**src/module_flag_pkg.sv**
```systemverilog
// Constants for the module flag and interrupt block.
// Assumes a single 125 MHz clock and an AXI4-Lite register port.
package module_flag_pkg;
  localparam int unsigned CLK_FREQ_KHZ = 125000;
  localparam int unsigned CLK_FREQ_MHZ = 125;

  // Timing figures in their own units, then clock counts
  localparam int unsigned INIT_MAX_MS = 2000;
  localparam int unsigned INIT_MAX_CYCLES = INIT_MAX_MS * CLK_FREQ_KHZ;
  localparam int unsigned RESET_MIN_US = 10;
  localparam int unsigned RESET_MIN_CYCLES = RESET_MIN_US * CLK_FREQ_MHZ;
  localparam int unsigned IRQ_DEASSERT_MAX_US = 500;
  localparam int unsigned IRQ_DEASSERT_MAX_CYCLES = IRQ_DEASSERT_MAX_US * CLK_FREQ_MHZ;
  localparam int unsigned LOW_POWER_MAX_US = 200;
  localparam int unsigned LOW_POWER_MAX_CYCLES = LOW_POWER_MAX_US * CLK_FREQ_MHZ;
  localparam int unsigned RESET_CNT_W = 12;

  // Register byte offsets
  localparam logic [7:0] FLAG_OFFSET = 8'h00;
  localparam logic [7:0] MASK_OFFSET = 8'h04;
  localparam logic [7:0] CONTROL_OFFSET = 8'h08;
  localparam logic [7:0] STATUS_OFFSET = 8'h0c;
  localparam logic [7:0] CONDITION_OFFSET = 8'h10;

  // Field positions
  localparam int unsigned RX_LOS_BIT = 0;
  localparam int unsigned CTRL_FORCE_LOW_POWER_BIT = 0;
  localparam int unsigned STAT_INIT_BIT = 0;
  localparam int unsigned STAT_LOW_POWER_BIT = 1;
  localparam int unsigned STAT_IRQ_BIT = 2;
  localparam int unsigned STAT_RESET_BIT = 3;

  // Reset values
  localparam logic [31:0] MASK_RESET = 32'h0000_0000;
  localparam logic [31:0] CONTROL_RESET = 32'h0000_0000;

  localparam logic [1:0] RESP_OKAY = 2'b00;
  localparam logic [1:0] RESP_SLVERR = 2'b10;

  typedef enum logic [1:0] {
    MGMT_RESET,
    MGMT_INIT,
    MGMT_READY
  } mgmt_state_type;
endpackage

```
**src/module_flag_interrupt_timing.sv**
```systemverilog
// Flag latching, masking, interrupt pin, reset and low-power control of a module.
// Assumes an AXI4-Lite master on aclk; pins arrive asynchronously.
// Operation
// - Management init completes within 2000 ms after power-up or reset release.
// - Interrupt output goes low within 200 ms of a triggering condition.
// - Reading a flag clears it; interrupt releases within 500 us.
// - Receive loss of signal sets its flag and asserts interrupt within 100 ms.
// - Other conditions set their flag and assert interrupt within 200 ms.
// - Setting a mask bit stops its flag driving interrupt within 100 ms.
// - Clearing a mask bit resumes its flag's interrupt within 100 ms.
// - Low-power pin, reset pin or force bit enter low power within 200 us.
//
// Implementation choices: the register offsets and register access over AXI4-Lite.
`timescale 1ns/1ps
`default_nettype none
module module_flag_interrupt_timing
  import module_flag_pkg::*;
#(
  parameter int unsigned NUM_FLAGS = 8,
  parameter int unsigned INIT_CYCLES = 1024,
  parameter int unsigned INIT_LIMIT_CYCLES = module_flag_pkg::INIT_MAX_CYCLES
) (
  input wire logic aclk,
  input wire logic aresetn,
  input wire logic clk_en,
  input wire logic [7:0] s_axi_awaddr,
  input wire logic s_axi_awvalid,
  output logic s_axi_awready,
  input wire logic [31:0] s_axi_wdata,
  input wire logic [3:0] s_axi_wstrb,
  input wire logic s_axi_wvalid,
  output logic s_axi_wready,
  output logic [1:0] s_axi_bresp,
  output logic s_axi_bvalid,
  input wire logic s_axi_bready,
  input wire logic [7:0] s_axi_araddr,
  input wire logic s_axi_arvalid,
  output logic s_axi_arready,
  output logic [31:0] s_axi_rdata,
  output logic [1:0] s_axi_rresp,
  output logic s_axi_rvalid,
  input wire logic s_axi_rready,
  input wire logic module_reset_n,
  input wire logic low_power_request_n,
  input wire logic [NUM_FLAGS-1:0] flag_condition,
  output logic module_irq_n,
  output logic management_init_state,
  output logic low_power_mode
);
  import module_flag_pkg::*;

  localparam int unsigned INIT_USED = (INIT_CYCLES < INIT_LIMIT_CYCLES) ? INIT_CYCLES :
                                      INIT_LIMIT_CYCLES;
  localparam logic [31:0] INIT_LAST = 32'(INIT_USED - 1);
  localparam logic [RESET_CNT_W-1:0] RESET_LAST = RESET_CNT_W'(RESET_MIN_CYCLES - 1);

  logic reset_level;
  logic low_power_level;
  logic [NUM_FLAGS-1:0] condition_level;

  pin_sync #(.WIDTH(2), .INIT(2'b11)) u_ctrl_sync (
    .aclk(aclk),
    .aresetn(aresetn),
    .clk_en(clk_en),
    .pin({module_reset_n, low_power_request_n}),
    .level({reset_level, low_power_level})
  );

  pin_sync #(.WIDTH(NUM_FLAGS)) u_cond_sync (
    .aclk(aclk),
    .aresetn(aresetn),
    .clk_en(clk_en),
    .pin(flag_condition),
    .level(condition_level)
  );

  mgmt_state_type state, next_state;
  logic [31:0] init_count, next_init_count;
  logic [RESET_CNT_W-1:0] reset_count, next_reset_count;
  logic [NUM_FLAGS-1:0] flag, next_flag;
  logic [NUM_FLAGS-1:0] mask, next_mask;
  logic force_low_power_bit, next_force_low_power_bit;
  logic next_module_irq_n;
  logic next_low_power_mode;

  logic aw_held, next_aw_held;
  logic [7:0] aw_addr, next_aw_addr;
  logic w_held, next_w_held;
  logic [31:0] w_data, next_w_data;
  logic [3:0] w_strb, next_w_strb;
  logic bvalid, next_bvalid;
  logic [1:0] bresp, next_bresp;
  logic rvalid, next_rvalid;
  logic [31:0] rdata, next_rdata;
  logic [1:0] rresp, next_rresp;

  logic aw_fire;
  logic w_fire;
  logic ar_fire;
  logic do_write;
  logic [NUM_FLAGS-1:0] read_clear;
  logic [NUM_FLAGS-1:0] pending;
  logic [31:0] status_word;

  assign s_axi_awready = clk_en && !aw_held;
  assign s_axi_wready = clk_en && !w_held;
  assign s_axi_arready = clk_en && !rvalid;
  assign s_axi_bvalid = bvalid;
  assign s_axi_bresp = bresp;
  assign s_axi_rvalid = rvalid;
  assign s_axi_rdata = rdata;
  assign s_axi_rresp = rresp;
  assign aw_fire = s_axi_awvalid && s_axi_awready;
  assign w_fire = s_axi_wvalid && s_axi_wready;
  assign ar_fire = s_axi_arvalid && s_axi_arready;
  assign do_write = aw_held && w_held && !bvalid;
  assign pending = flag & ~mask;

  always_comb begin
    status_word = '0;
    status_word[STAT_INIT_BIT] = management_init_state;
    status_word[STAT_LOW_POWER_BIT] = low_power_mode;
    status_word[STAT_IRQ_BIT] = !module_irq_n;
    status_word[STAT_RESET_BIT] = (state == MGMT_RESET);
  end

  // Management state, reset filter and low-power control
  always_comb begin
    next_state = state;
    next_init_count = init_count;
    next_reset_count = reset_count;
    if (reset_level) begin
      next_reset_count = '0;
    end else if (reset_count != RESET_LAST) begin
      next_reset_count = reset_count + RESET_CNT_W'(1);
    end
    unique case (state)
      MGMT_RESET: begin
        if (reset_level) begin
          next_state = MGMT_INIT;
          next_init_count = '0;
        end
      end
      MGMT_INIT: begin
        if (init_count == INIT_LAST) begin
          next_state = MGMT_READY;
        end else begin
          next_init_count = init_count + 32'd1;
        end
      end
      MGMT_READY: begin
      end
    endcase
    // Reset taken after 10 us low
    if (!reset_level && reset_count == RESET_LAST) begin
      next_state = MGMT_RESET;
    end
    next_low_power_mode = force_low_power_bit || !low_power_level || !reset_level ||
                          (next_state == MGMT_RESET);
  end

  // AXI channel capture and register file
  always_comb begin
    next_aw_held = aw_held;
    next_aw_addr = aw_addr;
    next_w_held = w_held;
    next_w_data = w_data;
    next_w_strb = w_strb;
    next_bvalid = bvalid;
    next_bresp = bresp;
    next_rvalid = rvalid;
    next_rdata = rdata;
    next_rresp = rresp;
    next_mask = mask;
    next_force_low_power_bit = force_low_power_bit;
    read_clear = '0;
    if (aw_fire) begin
      next_aw_held = 1'b1;
      next_aw_addr = s_axi_awaddr;
    end
    if (w_fire) begin
      next_w_held = 1'b1;
      next_w_data = s_axi_wdata;
      next_w_strb = s_axi_wstrb;
    end
    if (bvalid && s_axi_bready) begin
      next_bvalid = 1'b0;
    end
    if (do_write) begin
      next_aw_held = 1'b0;
      next_w_held = 1'b0;
      next_bvalid = 1'b1;
      next_bresp = RESP_OKAY;
      unique case ({aw_addr[7:2], 2'b00})
        MASK_OFFSET: begin
          if (w_strb[0]) begin
            next_mask = w_data[NUM_FLAGS-1:0];
          end
        end
        CONTROL_OFFSET: begin
          if (w_strb[0]) begin
            next_force_low_power_bit = w_data[CTRL_FORCE_LOW_POWER_BIT];
          end
        end
        FLAG_OFFSET, STATUS_OFFSET, CONDITION_OFFSET: begin
        end
        default: next_bresp = RESP_SLVERR;
      endcase
    end
    if (rvalid && s_axi_rready) begin
      next_rvalid = 1'b0;
    end
    if (ar_fire) begin
      next_rvalid = 1'b1;
      next_rresp = RESP_OKAY;
      next_rdata = '0;
      unique case ({s_axi_araddr[7:2], 2'b00})
        FLAG_OFFSET: begin
          next_rdata[NUM_FLAGS-1:0] = flag;
          read_clear = flag;
        end
        MASK_OFFSET: next_rdata[NUM_FLAGS-1:0] = mask;
        CONTROL_OFFSET: next_rdata[CTRL_FORCE_LOW_POWER_BIT] = force_low_power_bit;
        STATUS_OFFSET: next_rdata = status_word;
        CONDITION_OFFSET: next_rdata[NUM_FLAGS-1:0] = condition_level;
        default: next_rresp = RESP_SLVERR;
      endcase
    end
  end

  // Flag latching and interrupt pin
  always_comb begin
    next_flag = flag & ~read_clear;
    if (state == MGMT_READY) begin
      next_flag = next_flag | condition_level;
    end
    next_module_irq_n = ~|(next_flag & ~next_mask);
  end

  always_ff @(posedge aclk) begin
    if (!aresetn) begin
      state <= MGMT_INIT;
      init_count <= '0;
      reset_count <= '0;
      flag <= '0;
      mask <= NUM_FLAGS'(MASK_RESET);
      force_low_power_bit <= CONTROL_RESET[CTRL_FORCE_LOW_POWER_BIT];
      module_irq_n <= 1'b1;
      management_init_state <= 1'b1;
      low_power_mode <= 1'b1;
      aw_held <= 1'b0;
      aw_addr <= '0;
      w_held <= 1'b0;
      w_data <= '0;
      w_strb <= '0;
      bvalid <= 1'b0;
      bresp <= RESP_OKAY;
      rvalid <= 1'b0;
      rdata <= '0;
      rresp <= RESP_OKAY;
    end else if (clk_en) begin
      state <= next_state;
      init_count <= next_init_count;
      reset_count <= next_reset_count;
      flag <= next_flag;
      mask <= next_mask;
      force_low_power_bit <= next_force_low_power_bit;
      module_irq_n <= next_module_irq_n;
      management_init_state <= (next_state != MGMT_READY);
      low_power_mode <= next_low_power_mode;
      aw_held <= next_aw_held;
      aw_addr <= next_aw_addr;
      w_held <= next_w_held;
      w_data <= next_w_data;
      w_strb <= next_w_strb;
      bvalid <= next_bvalid;
      bresp <= next_bresp;
      rvalid <= next_rvalid;
      rdata <= next_rdata;
      rresp <= next_rresp;
    end
  end
endmodule
`default_nettype wire

```
**src/pin_sync.sv**
```systemverilog
// Three-stage synchroniser with agreement filter for asynchronous pins.
// Assumes the inputs are quasi-static levels; output moves when stages 2 and 3 agree.
`timescale 1ns/1ps
`default_nettype none
module pin_sync #(
  parameter int unsigned WIDTH = 1,
  parameter logic [WIDTH-1:0] INIT = '0
) (
  input wire logic aclk,
  input wire logic aresetn,
  input wire logic clk_en,
  input wire logic [WIDTH-1:0] pin,
  output logic [WIDTH-1:0] level
);
  logic [WIDTH-1:0] stage1;
  logic [WIDTH-1:0] stage2;
  logic [WIDTH-1:0] stage3;
  logic [WIDTH-1:0] next_level;

  genvar i;
  generate
    for (i = 0; i < WIDTH; i++) begin : g_bit
      always_comb begin
        next_level[i] = (stage2[i] == stage3[i]) ? stage3[i] : level[i];
      end
    end
  endgenerate

  always_ff @(posedge aclk) begin
    if (!aresetn) begin
      stage1 <= INIT;
      stage2 <= INIT;
      stage3 <= INIT;
      level <= INIT;
    end else if (clk_en) begin
      stage1 <= pin;
      stage2 <= stage1;
      stage3 <= stage2;
      level <= next_level;
    end
  end
endmodule
`default_nettype wire

```
**config.mk**
```make
export PLATFORM = sky130hd
export DESIGN_NAME = module_flag_interrupt_timing
export DESIGN_NICKNAME = d
export VERILOG_FILES = /design/src/module_flag_pkg.sv /design/src/module_flag_interrupt_timing.sv /design/src/pin_sync.sv
export SDC_FILE = /design/constraint.sdc
export NUM_CORES = 1
export LEC_CHECK = 0
export BUFFER_PORTS_ARGS = -buffer_cell sky130_fd_sc_hd__buf_2
export CAP_MARGIN = 20
export CORE_MARGIN = 10
export CORE_UTILIZATION = 40
export CTS_CLUSTER_DIAMETER = 200
export DETAILED_ROUTE_END_ITERATION = 10
export GPL_TIMING_DRIVEN = 0
export PLACE_DENSITY = 0.63
export SKIP_LAST_GASP = 1
export SYNTH_ARGS = -nofsm -noshare
export SYNTH_HDL_FRONTEND = slang
export SYNTH_SLANG_ARGS = --single-unit
export TNS_END_PERCENT = 5
```
**constraint.sdc**
```tcl
create_clock -name aclk -period 2.8 [get_ports aclk]
set_input_delay 0.42 -clock aclk [delete_from_list [all_inputs] [get_ports aclk]]
set_output_delay 0.42 -clock aclk [all_outputs]
set_load 0.02 [all_outputs]
```
; After elaboration in Yosys (flattened, before gate mapping)
; Cells that the tools add are included.
[word_totals]
word_cells = 151
reg_bits = 139
out_inout_bits = 44
[classes]
bitwise = 5
n_eq_ne = 26
n_reduce_logical = 56
addsub = 2
n_mux = 27
[op_table]
columns = cell, count
row1 = $mux 32, 2
row2 = $pmux 32 s2, 1
row3 = $mux 8, 6
row4 = $reduce_and 2->1, 19
row5 = $add 32x1->32 const B, 1
row6 = $eq 32x10->1 const B, 1
row7 = $pmux 7 s4, 1
row8 = $eq 6x2->1 const B, 4
row9 = $mux 12, 2
row10 = $and 8x8->8, 2
row11 = $not 8->8, 2
row12 = $add 12x1->12 const B, 1
row13 = $eq 12x11->1 const B, 1
row14 = $eq 6x1->1 const B, 2
row15 = $eq 6x3->1 const B, 2
row16 = $logic_not 6->1, 2
row17 = $ne 12x11->1 const B, 1
row18 = $reduce_bool 2->1, 6
row19 = $logic_and 1x1->1, 11
row20 = $eq 1x1->1, 10
row21 = $mux 2, 5
row22 = $reduce_or 5->1, 2
row23 = $logic_not 1->1, 8
row24 = $mux 1, 8
row25 = 11 further kinds, 16

; Longest topological paths before layout
; Gate-level depths: netlist of the first run.
[logic_depth]
word_depth = 11
ltp_mapped = 8

; By module
; From an unflattened synthesis of the first run, not the netlist that was laid out.
[unflattened]
hier_cells = 763
area_unflattened_um2 = 6764.0
[modules_own_cells]
columns = mod, n_inst, area_each_um2, cells_each
row1 = module_flag_interrupt_timing, 1, 5042.3, 604
row2 = pin_sync (u_cond_sync), 1, 1402.6, 130
row3 = pin_sync (u_ctrl_sync), 1, 319.1, 29

; Worst setup path before layout of the first run
; OpenSTA, ideal clock, no wires.
[synth_path]
path_type = input port to flip-flop
start = in clk_en
end = reg init_count[31]
arrival_time_ns = 2.104
path_stages = 6
n_path_buf = 1
path_slack_ns = 0.625
t_required_ns = 2.730
setup_time_ns = 0.070
cell_sequence = buf_4 inv_4 or3_4 or4_1 or4_1 a21oi_1
[synth_between]
elab_chain_cells = 1
[synth_rtl]
columns = item, line_no
row1 = from (decl), module_flag_interrupt_timing.sv:25  ; input wire logic clk_en,
row2 = $reduce_and 4->1 (no source line), --
row3 = to (signal assigned), module_flag_interrupt_timing.sv:263  ; init_count <= next_init_count;
row4 = to (decl), module_flag_interrupt_timing.sv:78  ; logic [31:0] init_count, next_init_count;
; Every way passes these cells.
; A chain may end at the register's enable or synchronous reset.

; Final worst setup path of the first run
[layout_path]
start = reg init_count[27]
end = reg init_count[1]
[layout_between]
elab_chain_cells = 3
[layout_rtl]
columns = item, line_no
row1 = $eq 32x10->1, module_flag_interrupt_timing.sv:145  ; if (init_count == INIT_LAST) begin
row2 = $ne 2x2->1 (no source line), --
row3 = $reduce_and 4->1 (no source line), --
; Every way passes these cells.

==> key figures, run 1 <==
Yosys
  • Synth Area in XOR/XNOR: between 2 and 2.5%
  • Most frequent cell after synthesis: dfxtp_1
  • Synth Area in Simple Gates: roughly 22%
  • Top post-synthesis cells by area: dfxtp_1 43%, mux2i_1 6.9%, a21oi_1 5.1%
  • EDFF count, synth: 0
  • Compound-gate portion of the synthesized area: ~17%
  • Unique cell type count in the Yosys netlist: between 60 and 70
  • Syn. warnings: 0
  • Top_reg_cell synth: dfxtp_1
  • Post-Synth Adder-Cell Area: less than 1%
  • Largest family of logic cells by synthesized area: simple AND/OR/NAND/NOR gates
  • Syn Inst Count: around 730
  • Multiplexer share of the synthesized area: under 10%
  • Cell taking the most area after synthesis: dfxtp_1
  • Synthesized area: just over 0.006 mm^2
  • Most frequent cells after synthesis: 135 x dfxtp_1, 78 x nor2_1, 72 x nand2_1, 64 x a21oi_1, 43 x mux2i_1
  • Register bit total from synthesis: approximately 140
  • Asr flop ratio synth: 0%
  • Sequential area share after synthesis: 43.4%
  • Yosys top cell area share: a little over two fifths
  • Syn avg cell area: between 8 and 9 um^2

Setup path
  • Largest delay share family, worst path: simple AND/OR/NAND/NOR gates
  • Data arrival, critical path: around 2.8 ns
  • Minimum setup slack among reg-to-reg paths: ~0.26 ns
  • CP max stage delay: around 0.57 ns
  • Crit start category: flop
  • Critical Path Source: init_count[27]$_SDFFE_PN0P_
  • Slowest library cell on the worst path: o31ai_2
  • Critical path class: reg -> reg
  • CP max FO: 10
  • Reg-to-Reg Start: init_count[27]$_SDFFE_PN0P_
  • Critical path depth: 7
  • Critical path required time: between 3 and 4 ns
  • Worst path most repeated cell: buf_2
  • CP Cell Sequence: nor4_1 > nand4_1 > o31ai_2 > buf_2 > buf_2 > mux2i_1 > nor2_1
  • Worst r2r path cells: 7
  • CP endpoint: init_count[1]$_SDFFE_PN0P_
  • Buf/Inv on CP: 2
  • Worst R2R End: init_count[1]$_SDFFE_PN0P_
  • Worst setup EP type: flop

Clock network
  • CTS root buffer: clkbuf_16
  • CTS H-tree depth: 4
  • Hold buffer count at cts: 0
  • Cts bufs inserted: 17
  • Clk slew on worst S/H paths: ~0.06 ns
  • Post_cts resized: 0
  • CTS tree: built
  • Postcts setup bufs: 0
  • Clock latency at the later pin of the worst-skew pair: roughly 0.43 ns
  • CTS Sinks: around 140
  • CTS max path bufs: 2

Floorplanning
  • Initial Utilization: 40.8%
  • Std-Cell Rows: 45
  • Die Wd: between 100 and 150 um
  • Die area: about 0.021 mm^2
  • Ports: 114
  • Core box area: roughly 0.015 mm^2
  • Die H: ~140 um

Power
  • P_sw: between 0.001 and 0.0015 W
  • Comb pwr share: 7.5%
  • Maximum VDD drop: between 0.4 and 0.5 mV
  • Reg power frac: a little over two fifths
  • Cell Int Power: ~0.0034 W
  • P per Cell Area: between 600 and 700 mW/mm^2
  • Clock power share: 49.0%
  • Sw Share: around 25%
  • Leak: roughly 2.9 nW

Placed design
  • DP HPWL: 11800 um
  • Placed cell area: around 0.0069 mm^2
  • RePlAce Congestion: 0.870
  • IO Port Bufs: between 50 and 60

STA
  • Hold Violations, Final: 0
  • RSZ-0062 raised after global routing: false
  • Slew headroom: 39.2%
  • Tcrit/Tclk final: 90.8%
  • Worst-Margin Slew: 0.903 ns
  • Setup violators final: 0
  • Clock Skew: a little over 0.01 ns
  • Min Tclk post-route: 2.54 ns
  • Fin. max-slew vios: 0
  • Post-Route Setup TNS: 0 ns
  • Peak Freq: between 300 and 400 MHz

Global route
  • Overall Global Routing Usage: 15.3%
  • First-pass GRT wire length: about 26000 um
  • Overflow after GRT: 0
  • Number of global-route vias before repair: a little under 5000
  • Pin count of the biggest net entering global routing: 17
  • Initial antenna violation count: 0

Cells and area
  • # nets final: between 800 and 900
  • Area grow syn2layout: 19.6%
  • Final core utilization: approximately half
  • Design Area, Final: 0.00745 mm^2
  • Ratio of cells with drive above 1 in the final layout: roughly 16%
  • N_diodes: 0

Routing
  • Routed WL: approximately 16000 um
  • Initial DRC count: 476
  • DR WL/cell: approximately 15 um
  • DR DRC count: 0
  • DRT Pass-1 Iters: 5
  • Vias: 5479
  • DRT antenna net count: 0
  • DR vias/cell: 5.23

Job
  • Maximum Capacitance Violations: 0

Outcome
  • Outcome: finished clean

Worst hold path
  • Class of the worst hold path: in -> reg
-- final cells by class --
cell class / instances / area (um^2)
buffer: 65 / 362
clock buffer: 18 / 429
clock inverter: 14 / 164
fill: 1495 / 7800
inverter: 19 / 73.8
multi-input combinational: 531 / 3190
sequential: 135 / 2700
tap: 211 / 264
timing repair buffer: 54 / 270
-- state kept, by name, indices dropped and copies added (netlist names), 2 cells and up --
signal,flops
u_ctrl_sync.stage1,2
w_data,8
u_cond_sync.stage1,8
u_cond_sync.stage2,8
u_cond_sync.level,8
state,2
u_cond_sync.stage3,8
flag,8
u_ctrl_sync.stage3,2
aw_addr,6
s_axi_rdata,8
init_count,32
u_ctrl_sync.stage2,2
mask,8
reset_count,12
u_ctrl_sync.level,2
-- layout by cell type, fill, tap and decap left out, types with 13 or more instances in the layout --
master     synthesis  routed
o21ai_0           28      28
nand3_1           17      17
nand2_1           72      72
a21oi_1           64      64
o31ai_1           14      14
mux2i_1           43      43
clkbuf_16          0      17
nor3_1            19      19
or4_1             14      14
nor2_1            78      78
dfxtp_1          135     135
buf_4             27      27
conb_1             1      26
nand4_1           13      13
clkbuf_1          26      27
inv_1             17      17
buf_2              6      60
-- how the worst min path moves through the flow --
stage,to,slack [ns],from,cells after the start
2_1_floorplan,u_cond_sync.level[7]$_SDFFE_PN0P_,0.44,u_cond_sync.stage3[7]$_SDFFE_PN0P_,2
3_3_place_gp,w_data[1]$_SDFFE_PN0P_,0.44,w_data[1]$_SDFFE_PN0P_,2
3_5_place_dp,w_data[2]$_SDFFE_PN0P_,0.45,w_data[2]$_SDFFE_PN0P_,2
4_1_cts,aw_addr[4]$_SDFFE_PN0P_,0.21,s_axi_awaddr[4],3
5_1_grt,aw_addr[4]$_SDFFE_PN0P_,0.21,s_axi_awaddr[4],3
6_report,aw_addr[4]$_SDFFE_PN0P_,0.22,s_axi_awaddr[4],3
-- cell families (layout without fill, tap and decap cells) --
group,count (synthesis),in the layout
XOR/XNOR,17,17
buffers and inverters,84,170
multiplexers,45,45
adder cells (fa/ha/maj),3,3
AND/OR/NAND/NOR,277,277
other,1,26
flip-flops,135,135
AO/OA/AOI/OAI,163,163
-- power by group through the flow --
stage,Clock [W],Combinational (W),Sequential [W]
global placement,0,0.000341,0.00204
floorplan,0,0.000238,0.00204
global route,0.00238,0.000379,0.00200
CTS,0.00229,0.000345,0.00200
detailed placement,0,0.000344,0.00204
finish,0.00225,0.000345,0.00200
-- worst reg2reg max path: cells and delay by family (launching register included) --
family / cells / cell delay (ns)
buf+inv: 2 / 0.56
mux: 1 / 0.22
compound gates: 1 / 0.57
simple gates: 3 / 0.71
flops: 1 / 0.35
-- metal layers --
metal | up-vias | track usage [%] | wire (um)
met5 | - | 0 | 0
met4 | 0 | 6.01 | 273
met3 | 20 | 4.17 | 1090
met2 | 152 | 21.7 | 6860
met1 | 2537 | 21.5 | 7870
li1 | 2770 | - | -
-- stage by stage --
step | power (W) | hold slack [ns] | setup WS, ns | std cells
2_1_floorplan | 0.00227 | 0.436 | 0.625 | 750
3_3_place_gp | 0.00238 | 0.444 | 0.275 | 1015
3_5_place_dp | 0.00238 | 0.448 | 0.256 | 1015
4_1_cts | 0.00463 | 0.207 | 0.286 | 1047
5_1_grt | 0.00476 | 0.212 | 0.00347 | 1047
6_report | 0.00459 | 0.218 | 0.257 | 1047
Power figures use the tool's default switching activity.
==> run 2: changes to the inputs <==
--- a/config.mk
+++ b/config.mk
@@ -5,6 +5,7 @@
 export SDC_FILE = /design/constraint.sdc
 export NUM_CORES = 1
 export LEC_CHECK = 0
+export ABC_AREA = 1
 export BUFFER_PORTS_ARGS = -buffer_cell sky130_fd_sc_hd__buf_2
 export CAP_MARGIN = 20
 export CORE_MARGIN = 10
@@ -12,7 +13,7 @@
 export CTS_CLUSTER_DIAMETER = 200
 export DETAILED_ROUTE_END_ITERATION = 10
 export GPL_TIMING_DRIVEN = 0
-export PLACE_DENSITY = 0.63
+export PLACE_DENSITY = 0.62
 export SKIP_LAST_GASP = 1
 export SYNTH_ARGS = -nofsm -noshare
 export SYNTH_HDL_FRONTEND = slang
==> run 2 against run 1 <==
Effect of this change: register-to-register slack improved by 0.52 ns; die area is 11% higher; setup slack better by 0.40 ns; sequential power about the same; highest routed layer unchanged; power grew 2.4%; largest cell class unchanged; combinational power increased by 19%; first-iteration DRC count decreased by 8.8%; largest power group unchanged; final cell count up 36%; sequential share of layout area is 3.5 points lower; critical endpoint is now s_axi_arready; critical path type is now in -> out; hold slack got worse by 0.019 ns; cell area rose by 11%.
==> key figures, run 2 <==
Outcome
  • Outcome: finished clean

Placed design
  • DP Worst Slack: 0.604 ns (+0.348 ns)
  • DP HPWL: 14700 um (+25%)
  • IO Port Bufs: 55 (+1.9%)
  • RePlAce Congestion: 0.958 (+10%)

STA
  • Peak Freq: 468 MHz (+19%)
  • Tcrit/Tclk final: 76.4% (-14 points)
  • Hold Violations, Final: 0 (unchanged)
  • Setup violators final: 0 (unchanged)
  • Fin. max-slew vios: 0 (unchanged)
  • Worst hold slack: 0.199 ns (-0.0191 ns)
  • Worst-Margin Slew: 0.691 ns (-0.212 ns)
  • Clock Skew: 0.00859 ns (-0.00153 ns)
  • Post-Route Setup TNS: 0 ns (unchanged)
  • Min Tclk post-route: 2.14 ns (-0.404 ns)
  • Worst setup margin: 0.661 ns (+0.404 ns)
  • RSZ-0062 raised after global routing: false
  • Slew headroom: 54.0% (+15 points)

Setup path
  • Slowest library cell on the worst path: clkbuf_1
  • Critical path required time: 2.38 ns (-0.72 ns)
  • CP Cell Sequence: buf_2 > inv_1 > buf_2 > clkbuf_1 > nor2_1 > buf_2
  • Worst path most repeated cell: buf_2
  • Buf/Inv on CP: 5 (+3)
  • Worst setup EP type: output pin
  • CP max stage delay: 0.36 ns (-0.21 ns)
  • Largest delay share family, worst path: buffers and inverters
  • Critical path class: in -> out
  • Data arrival, critical path: 1.72 ns (-1.12 ns)
  • CP max FO: 10 (unchanged)
  • Crit start category: input port
  • Minimum setup slack among reg-to-reg paths: 0.78 ns (+0.52 ns)

Routing
  • DRT antenna net count: 0 (unchanged)
  • DR DRC count: 0 (unchanged)
  • DR vias/cell: 4.87 (-6.9%)
  • Routed WL: 19700 um (+22%)
  • Vias: 6928 (+26%)
  • DRT Pass-1 Iters: 5 (unchanged)
  • DR WL/cell: 13.9 um (-9.9%)
  • Initial DRC count: 434 (-8.8%)

Yosys
  • Yosys top cell area share: 38.6% (-4.8 points)
  • Asr flop ratio synth: 0% (unchanged)
  • Register bit total from synthesis: 135 (unchanged)
  • Syn avg cell area: 6.45 um^2 (-25%)
  • Syn Inst Count: 1086 (+50%)
  • EDFF count, synth: 0 (unchanged)
  • Top post-synthesis cells by area: dfxtp_1 39%, nand2_1 18%, nor2_1 8.7%
  • Most frequent cells after synthesis: 327 x nand2_1, 163 x nor2_1, 135 x dfxtp_1, 98 x inv_1, 91 x a21oi_1
  • Sequential area share after synthesis: 38.6% (-4.8 points)
  • Synthesized area: 0.00701 mm^2 (+12%)
  • Cell taking the most area after synthesis: dfxtp_1
  • Unique cell type count in the Yosys netlist: 40 (-38%)
  • Top_reg_cell synth: dfxtp_1
  • Most frequent cell after synthesis: nand2_1
  • Syn. warnings: 0 (unchanged)

Clock network
  • Postcts setup bufs: 0 (unchanged)
  • Cts bufs inserted: 17 (unchanged)
  • Hold buffer count at cts: 0 (unchanged)
  • Clock latency at the later pin of the worst-skew pair: 0.43 ns (about the same)
  • CTS tree: built
  • CTS Sinks: 135 (unchanged)
  • Clk slew on worst S/H paths: 0.06 ns (about the same)
  • CTS H-tree depth: 4 (unchanged)
  • CTS root buffer: clkbuf_16
  • Post_cts resized: 0 (unchanged)
  • CTS max path bufs: 2 (unchanged)

Cells and area
  • Number of flip-flops in the largest register: 32 (unchanged)
  • Reg with most FFs: init_count
  • Area grow syn2layout: 17.6%
  • Largest registers: init_count: 32 flops, reset_count: 12 flops
  • Ratio of cells with drive above 1 in the final layout: 12.3% (-3.9 points)
  • # nets final: 1258 (+40%)
  • Most common cell after layout, fill and taps aside: nand2_1
  • Final core utilization: 47.8% (-1.0 points)
  • N_diodes: 0 (unchanged)
  • Most frequent cells in the layout: 327 x nand2_1, 163 x nor2_1, 135 x dfxtp_1

Power
  • P per Cell Area: 570 mW/mm^2 (-7.5%)
  • Cell Int Power: 0.00347 W (+1.2%)
  • Maximum VDD drop: 0.449 mV (+2.2%)
  • P_sw: 0.00123 W (+5.8%)
  • Sw Share: 26.2% (+0.86 points)
  • Total chip power: 0.00470 W (+2.4%)
  • Clock power share: 48.0% (-1.0 points)
  • Leak: 3.45 nW (+19%)
  • Comb pwr share: 8.7% (+1.2 points)
  • Reg power frac: 43.2% (-0.3 points)

Worst hold path
  • Class of the worst hold path: in -> reg

Floorplanning
  • Std-Cell Rows: 48 (+6.7%)
  • Die area: 0.0232 mm^2 (+11%)
  • Die H: 152 um (+5.2%)
  • Initial Utilization: 40.7% (-0.19 points)
  • Core box area: 0.0172 mm^2 (+13%)
  • Die Wd: 152 um (+5.2%)
  • Ports: 114 (unchanged)

Global route
  • Number of global-route vias before repair: 6491 (+30%)
  • Initial antenna violation count: 0 (unchanged)
  • Pin count of the biggest net entering global routing: 17 (unchanged)
  • First-pass GRT wire length: 32400 um (+27%)
  • Overflow after GRT: 0 (unchanged)
  • Overall Global Routing Usage: 16.8% (+1.5 points)

Job
  • Maximum Capacitance Violations: 0 (unchanged)
==> run 2: cell types whose count changed in the layout (fill, tap and decap cells not counted), moves of 9 or more <==
| cell | before | now |
|---|---|---|
| a21o_1 | 11 | 0 |
| a21oi_1 | 64 | 91 |
| inv_1 | 17 | 98 |
| mux2i_1 | 43 | 0 |
| nand2_1 | 72 | 327 |
| nand3_1 | 17 | 47 |
| nor2_1 | 78 | 163 |
| nor2_2 | 0 | 9 |
| nor4_1 | 12 | 0 |
| o211ai_1 | 1 | 13 |
| o21ai_0 | 28 | 70 |
| o31ai_1 | 14 | 0 |
| or3_1 | 12 | 0 |
| or4_1 | 14 | 0 |
==> run 2: worst paths after layout <==
path | start | to | cells past startpoint
hold / removal | low_power_request_n | u_ctrl_sync.stage1[0]$_SDFFE_PN1P_ | 3
setup / recovery | clk_en | s_axi_arready | 6
setup reg to reg | init_count[0]$_SDFFE_PN0P_ | init_count[2]$_SDFFE_PN0P_ | 11
hold reg to reg | aw_addr[6]$_SDFFE_PN0P_ | aw_addr[6]$_SDFFE_PN0P_ | 2
==> run 2: metrics by stage <==
step                      cells  cell area (um^2)
after global routing       1422              8240
after floorplan            1111              7100
after global placement     1391              7660
after CTS                  1422              8240
after detailed placement   1391              7660
final                      1422              8240
==> run 2: cell type report <==
class / count / area (um^2)
Multi-Input combinational cell: 807 / 3600
Clock buffer: 18 / 439
Sequential cell: 135 / 2700
Inverter: 102 / 384
Timing Repair Buffer: 55 / 275
Clock inverter: 13 / 146
Fill cell: 1819 / 8990
Tap cell: 225 / 282
Buffer: 67 / 410
==> run 2: layer usage <==
layer / up-vias / routed length, um / global-route usage (%)
li1: 3607 / - / -
met1: 3143 / 8970 / 20.0
met2: 147 / 9200 / 28.0
met3: 31 / 1080 / 4.57
met4: 0 / 455 / 7.06
met5: - / 0 / 0
==> run 2: cell families after synthesis <==
kind of cell             after synthesis  share of synthesized area (%)
XOR/XNOR                              14                           1.75
buffers and inverters                169                           11.3
AO/OA/AOI/OAI                        183                           13.8
flip-flops                           135                           38.6
other                                  1                         0.0535
AND/OR/NAND/NOR                      581                           34.0
adder cells (fa/ha/maj)                3                          0.536
==> run 2: worst min-delay path, cell delays in order <==
cell,delay [ns]
buf_2,0.08
nand2_1,0.04
nand3_1,0.06
==> run 2: power groups by stage <==
stage | Combinational (W) | Sequential (W) | Clock, W
3_3_place_gp | 0.000407 | 0.00207 | 0
5_1_grt | 0.000463 | 0.00204 | 0.00238
4_1_cts | 0.000410 | 0.00203 | 0.00228
6_report | 0.000411 | 0.00203 | 0.00226
3_5_place_dp | 0.000408 | 0.00207 | 0
2_1_floorplan | 0.000285 | 0.00207 | 0
==> run 3: changes to the inputs <==
--- a/config.mk
+++ b/config.mk
@@ -5,7 +5,7 @@
 export SDC_FILE = /design/constraint.sdc
 export NUM_CORES = 1
 export LEC_CHECK = 0
-export ABC_AREA = 1
+export ABC_AREA = 0
 export BUFFER_PORTS_ARGS = -buffer_cell sky130_fd_sc_hd__buf_2
 export CAP_MARGIN = 20
 export CORE_MARGIN = 10
@@ -13,7 +13,7 @@
 export CTS_CLUSTER_DIAMETER = 200
 export DETAILED_ROUTE_END_ITERATION = 10
 export GPL_TIMING_DRIVEN = 0
-export PLACE_DENSITY = 0.62
+export PLACE_DENSITY = 0.63
 export SKIP_LAST_GASP = 1
 export SYNTH_ARGS = -nofsm -noshare
 export SYNTH_HDL_FRONTEND = slang
==> constraint.sdc (replaced) <==
create_clock -name aclk -period 2.2 [get_ports aclk]
set_input_delay 0.33 -clock aclk [delete_from_list [all_inputs] [get_ports aclk]]
set_output_delay 0.33 -clock aclk [all_outputs]
set_load 0.02 [all_outputs]
==> run 3 against run 2 <==
Effect of this change: critical path depth increased by 1; largest cell class unchanged; sequential share of layout area increased by 3.1 points; die area decreased by 9.7%; clock power increased by 27%; critical endpoint is now module_irq_n$_SDFFE_PN1P_; final cell count decreased by 26%; power increased by 25%; hold slack got worse by 0.070 ns; register-to-register slack got worse by 0.77 ns; wire length decreased by 18%; utilization increased by 1.6 points; clock skew about the same; via count decreased by 20%; largest power group unchanged.
==> key figures, run 3 (same netlist as run 1, synthesis figures left out) <==
Outcome
  • Outcome: finished clean

Routing
  • Routed WL: 16200 um (-18%)
  • DR vias/cell: 5.27 (+8.2%)
  • Vias: 5545 (-20%)
  • DR WL/cell: 15.4 um (+11%)
  • DR DRC count: 0 (unchanged)
  • Initial DRC count: 438 (+0.92%)
  • DRT antenna net count: 0 (unchanged)
  • DRT Pass-1 Iters: 6 (+1)

Cells and area
  • Largest registers: init_count: 32 flops, reset_count: 12 flops
  • Final core utilization: 49.4% (+1.6 points)
  • Area grow syn2layout: 21.0%
  • Design Area, Final: 0.00754 mm^2 (-8.6%)
  • Most common cell after layout, fill and taps aside: dfxtp_1
  • # nets final: 901 (-28%)
  • Ratio of cells with drive above 1 in the final layout: 17.4% (+5.1 points)
  • N_diodes: 0 (unchanged)
  • Most frequent cells in the layout: 135 x dfxtp_1, 78 x nor2_1, 72 x nand2_1
  • Number of flip-flops in the largest register: 32 (unchanged)
  • Reg with most FFs: init_count

STA
  • Worst hold slack: 0.128 ns (-0.0705 ns)
  • Slew headroom: 40.2% (-14 points)
  • Worst-Margin Slew: 0.889 ns (+0.199 ns)
  • Peak Freq: 457 MHz
  • Tcrit/Tclk final: between 90 and 100%
  • RSZ-0062 raised after global routing: true
  • Hold Violations, Final: 0 (unchanged)
  • Clock Skew: 0.00875 ns (+0.000156 ns)
  • Min Tclk post-route: around 2.2 ns
  • Worst setup margin: 0.0132 ns (-0.648 ns)
  • Setup violators final: 0 (unchanged)
  • Fin. max-slew vios: 0 (unchanged)

Clock network
  • CTS tree: built
  • CTS max path bufs: 2 (unchanged)
  • Clock latency at the later pin of the worst-skew pair: 0.43 ns (about the same)
  • CTS H-tree depth: 4 (unchanged)
  • CTS root buffer: clkbuf_16
  • Clk slew on worst S/H paths: 0.06 ns (about the same)
  • Cts bufs inserted: 17 (unchanged)
  • CTS Sinks: 135 (unchanged)

Worst hold path
  • Class of the worst hold path: in -> reg
  • HP Start: s_axi_awaddr[4]
  • Hold path depth: 3 (unchanged)
  • Worst Hold Path EP: aw_addr[4]$_SDFFE_PN0P_

Global route
  • Overall Global Routing Usage: 15.4% (-1.5 points)
  • Pin count of the biggest net entering global routing: 17 (unchanged)
  • Initial antenna violation count: 0 (unchanged)
  • Number of global-route vias before repair: 4989 (-23%)
  • Overflow after GRT: 0 (unchanged)
  • First-pass GRT wire length: 25500 um (-21%)

Job
  • Maximum Capacitance Violations: 0 (unchanged)

Placed design
  • Placed cell area: 0.00686 mm^2 (-10%)
  • IO Port Bufs: 54 (-1.8%)
  • DP HPWL: 11800 um (-20%)
  • RePlAce Congestion: 0.870 (-9.2%)
  • DP Worst Slack: -0.302 ns (-0.906 ns)

Setup path
  • Crit start category: flop
  • CP max FO: 10 (unchanged)
  • Critical path required time: 2.54 ns (+0.16 ns)
  • Reg-to-Reg Start: aw_addr[5]$_SDFFE_PN0P_
  • Worst r2r path cells: 7 (-4)
  • Critical path class: reg -> reg
  • Worst setup EP type: flop
  • Data arrival, critical path: 2.53 ns (+0.81 ns)
  • Worst R2R End: module_irq_n$_SDFFE_PN1P_
  • Minimum setup slack among reg-to-reg paths: 0.01 ns (-0.77 ns)

Floorplanning
  • Die area: 0.0210 mm^2 (-9.7%)
  • Initial Utilization: 40.8% (+0.19 points)
  • Core box area: 0.0153 mm^2 (-11%)
  • Ports: 114 (unchanged)
  • Die H: 145 um (-4.9%)
  • Std-Cell Rows: 45 (-6.3%)
  • Die Wd: 145 um (-4.9%)

Power
  • Leak: 2.94 nW (-15%)
  • Total chip power: 0.00585 W (+25%)
  • P per Cell Area: 776 mW/mm^2 (+36%)
  • Maximum VDD drop: 0.561 mV (+25%)
## run 3: routing by layer
metal | wire (um) | global-route usage [%] | part of all wire [%]
met3 | 1120 | 4.17 | 6.9
met4 | 316 | 6.06 | 2.0
met5 | 0 | 0 | 0
met1 | 7830 | 21.5 | 48
met2 | 6920 | 21.7 | 43
## run 3: worst max-delay path, cell delays in order, from the launching register on
cell     delay (ns)
dfxtp_1        0.30
or3_1          0.36
buf_4          0.18
or4_4          0.54
buf_6          0.16
mux2i_1        0.12
a32o_1         0.22
o31ai_1        0.22
## run 3: stage by stage
stage	instances	setup TNS [ns]
finish	1052	0
global route	1052	-0.934
CTS	1049	-0.0614
detailed placement	1015	-6.19
global placement	1015	-6.21
floorplan	750	0
## run 3: report_power, final
| part | leakage [nW] | switching, W | total, W | internal (W) |
|---|---|---|---|---|
| Clock | 0.281 | 0.00116 | 0.00286 | 0.00170 |
| Sequential | 1.10 | 0.0000402 | 0.00254 | 0.00250 |
| Combinational | 1.57 | 0.000279 | 0.000447 | 0.000168 |
## run 3: final cells by class
cell class	instances	area, um^2
inverter	19	73.8
clock buffer	18	429
timing repair buffer	59	308
multi-input combinational	531	3220
fill	1483	7720
sequential	135	2700
clock inverter	14	164
tap	211	264
buffer	65	374
## run 3: worst max-delay path by stage
stage                                            startpoint                     endpoint  cells after the start
after floorplan                                      clk_en  init_count[31]$_SDFFE_PN0P_                      6
final                               aw_addr[5]$_SDFFE_PN0P_    module_irq_n$_SDFFE_PN1P_                      7
after detailed placement        init_count[27]$_SDFFE_PN0P_   init_count[1]$_SDFFE_PN0P_                      7
after CTS                        init_count[2]$_SDFFE_PN0P_  init_count[29]$_SDFFE_PN0P_                      7
after global routing      u_ctrl_sync.level[1]$_SDFFE_PN1P_  init_count[26]$_SDFFE_PN0P_                      7
after global placement          init_count[27]$_SDFFE_PN0P_   init_count[1]$_SDFFE_PN0P_                      7
## run 3: what timing repair did
item                                   in CTS  in global routing
pin swaps                                   2                  2
endpoints found under the hold margin       0                  0
hold buffers                                0                  0
gates resized for setup                     1                 17
setup endpoints to repair                  33                 34
buffers inserted                            2                  3
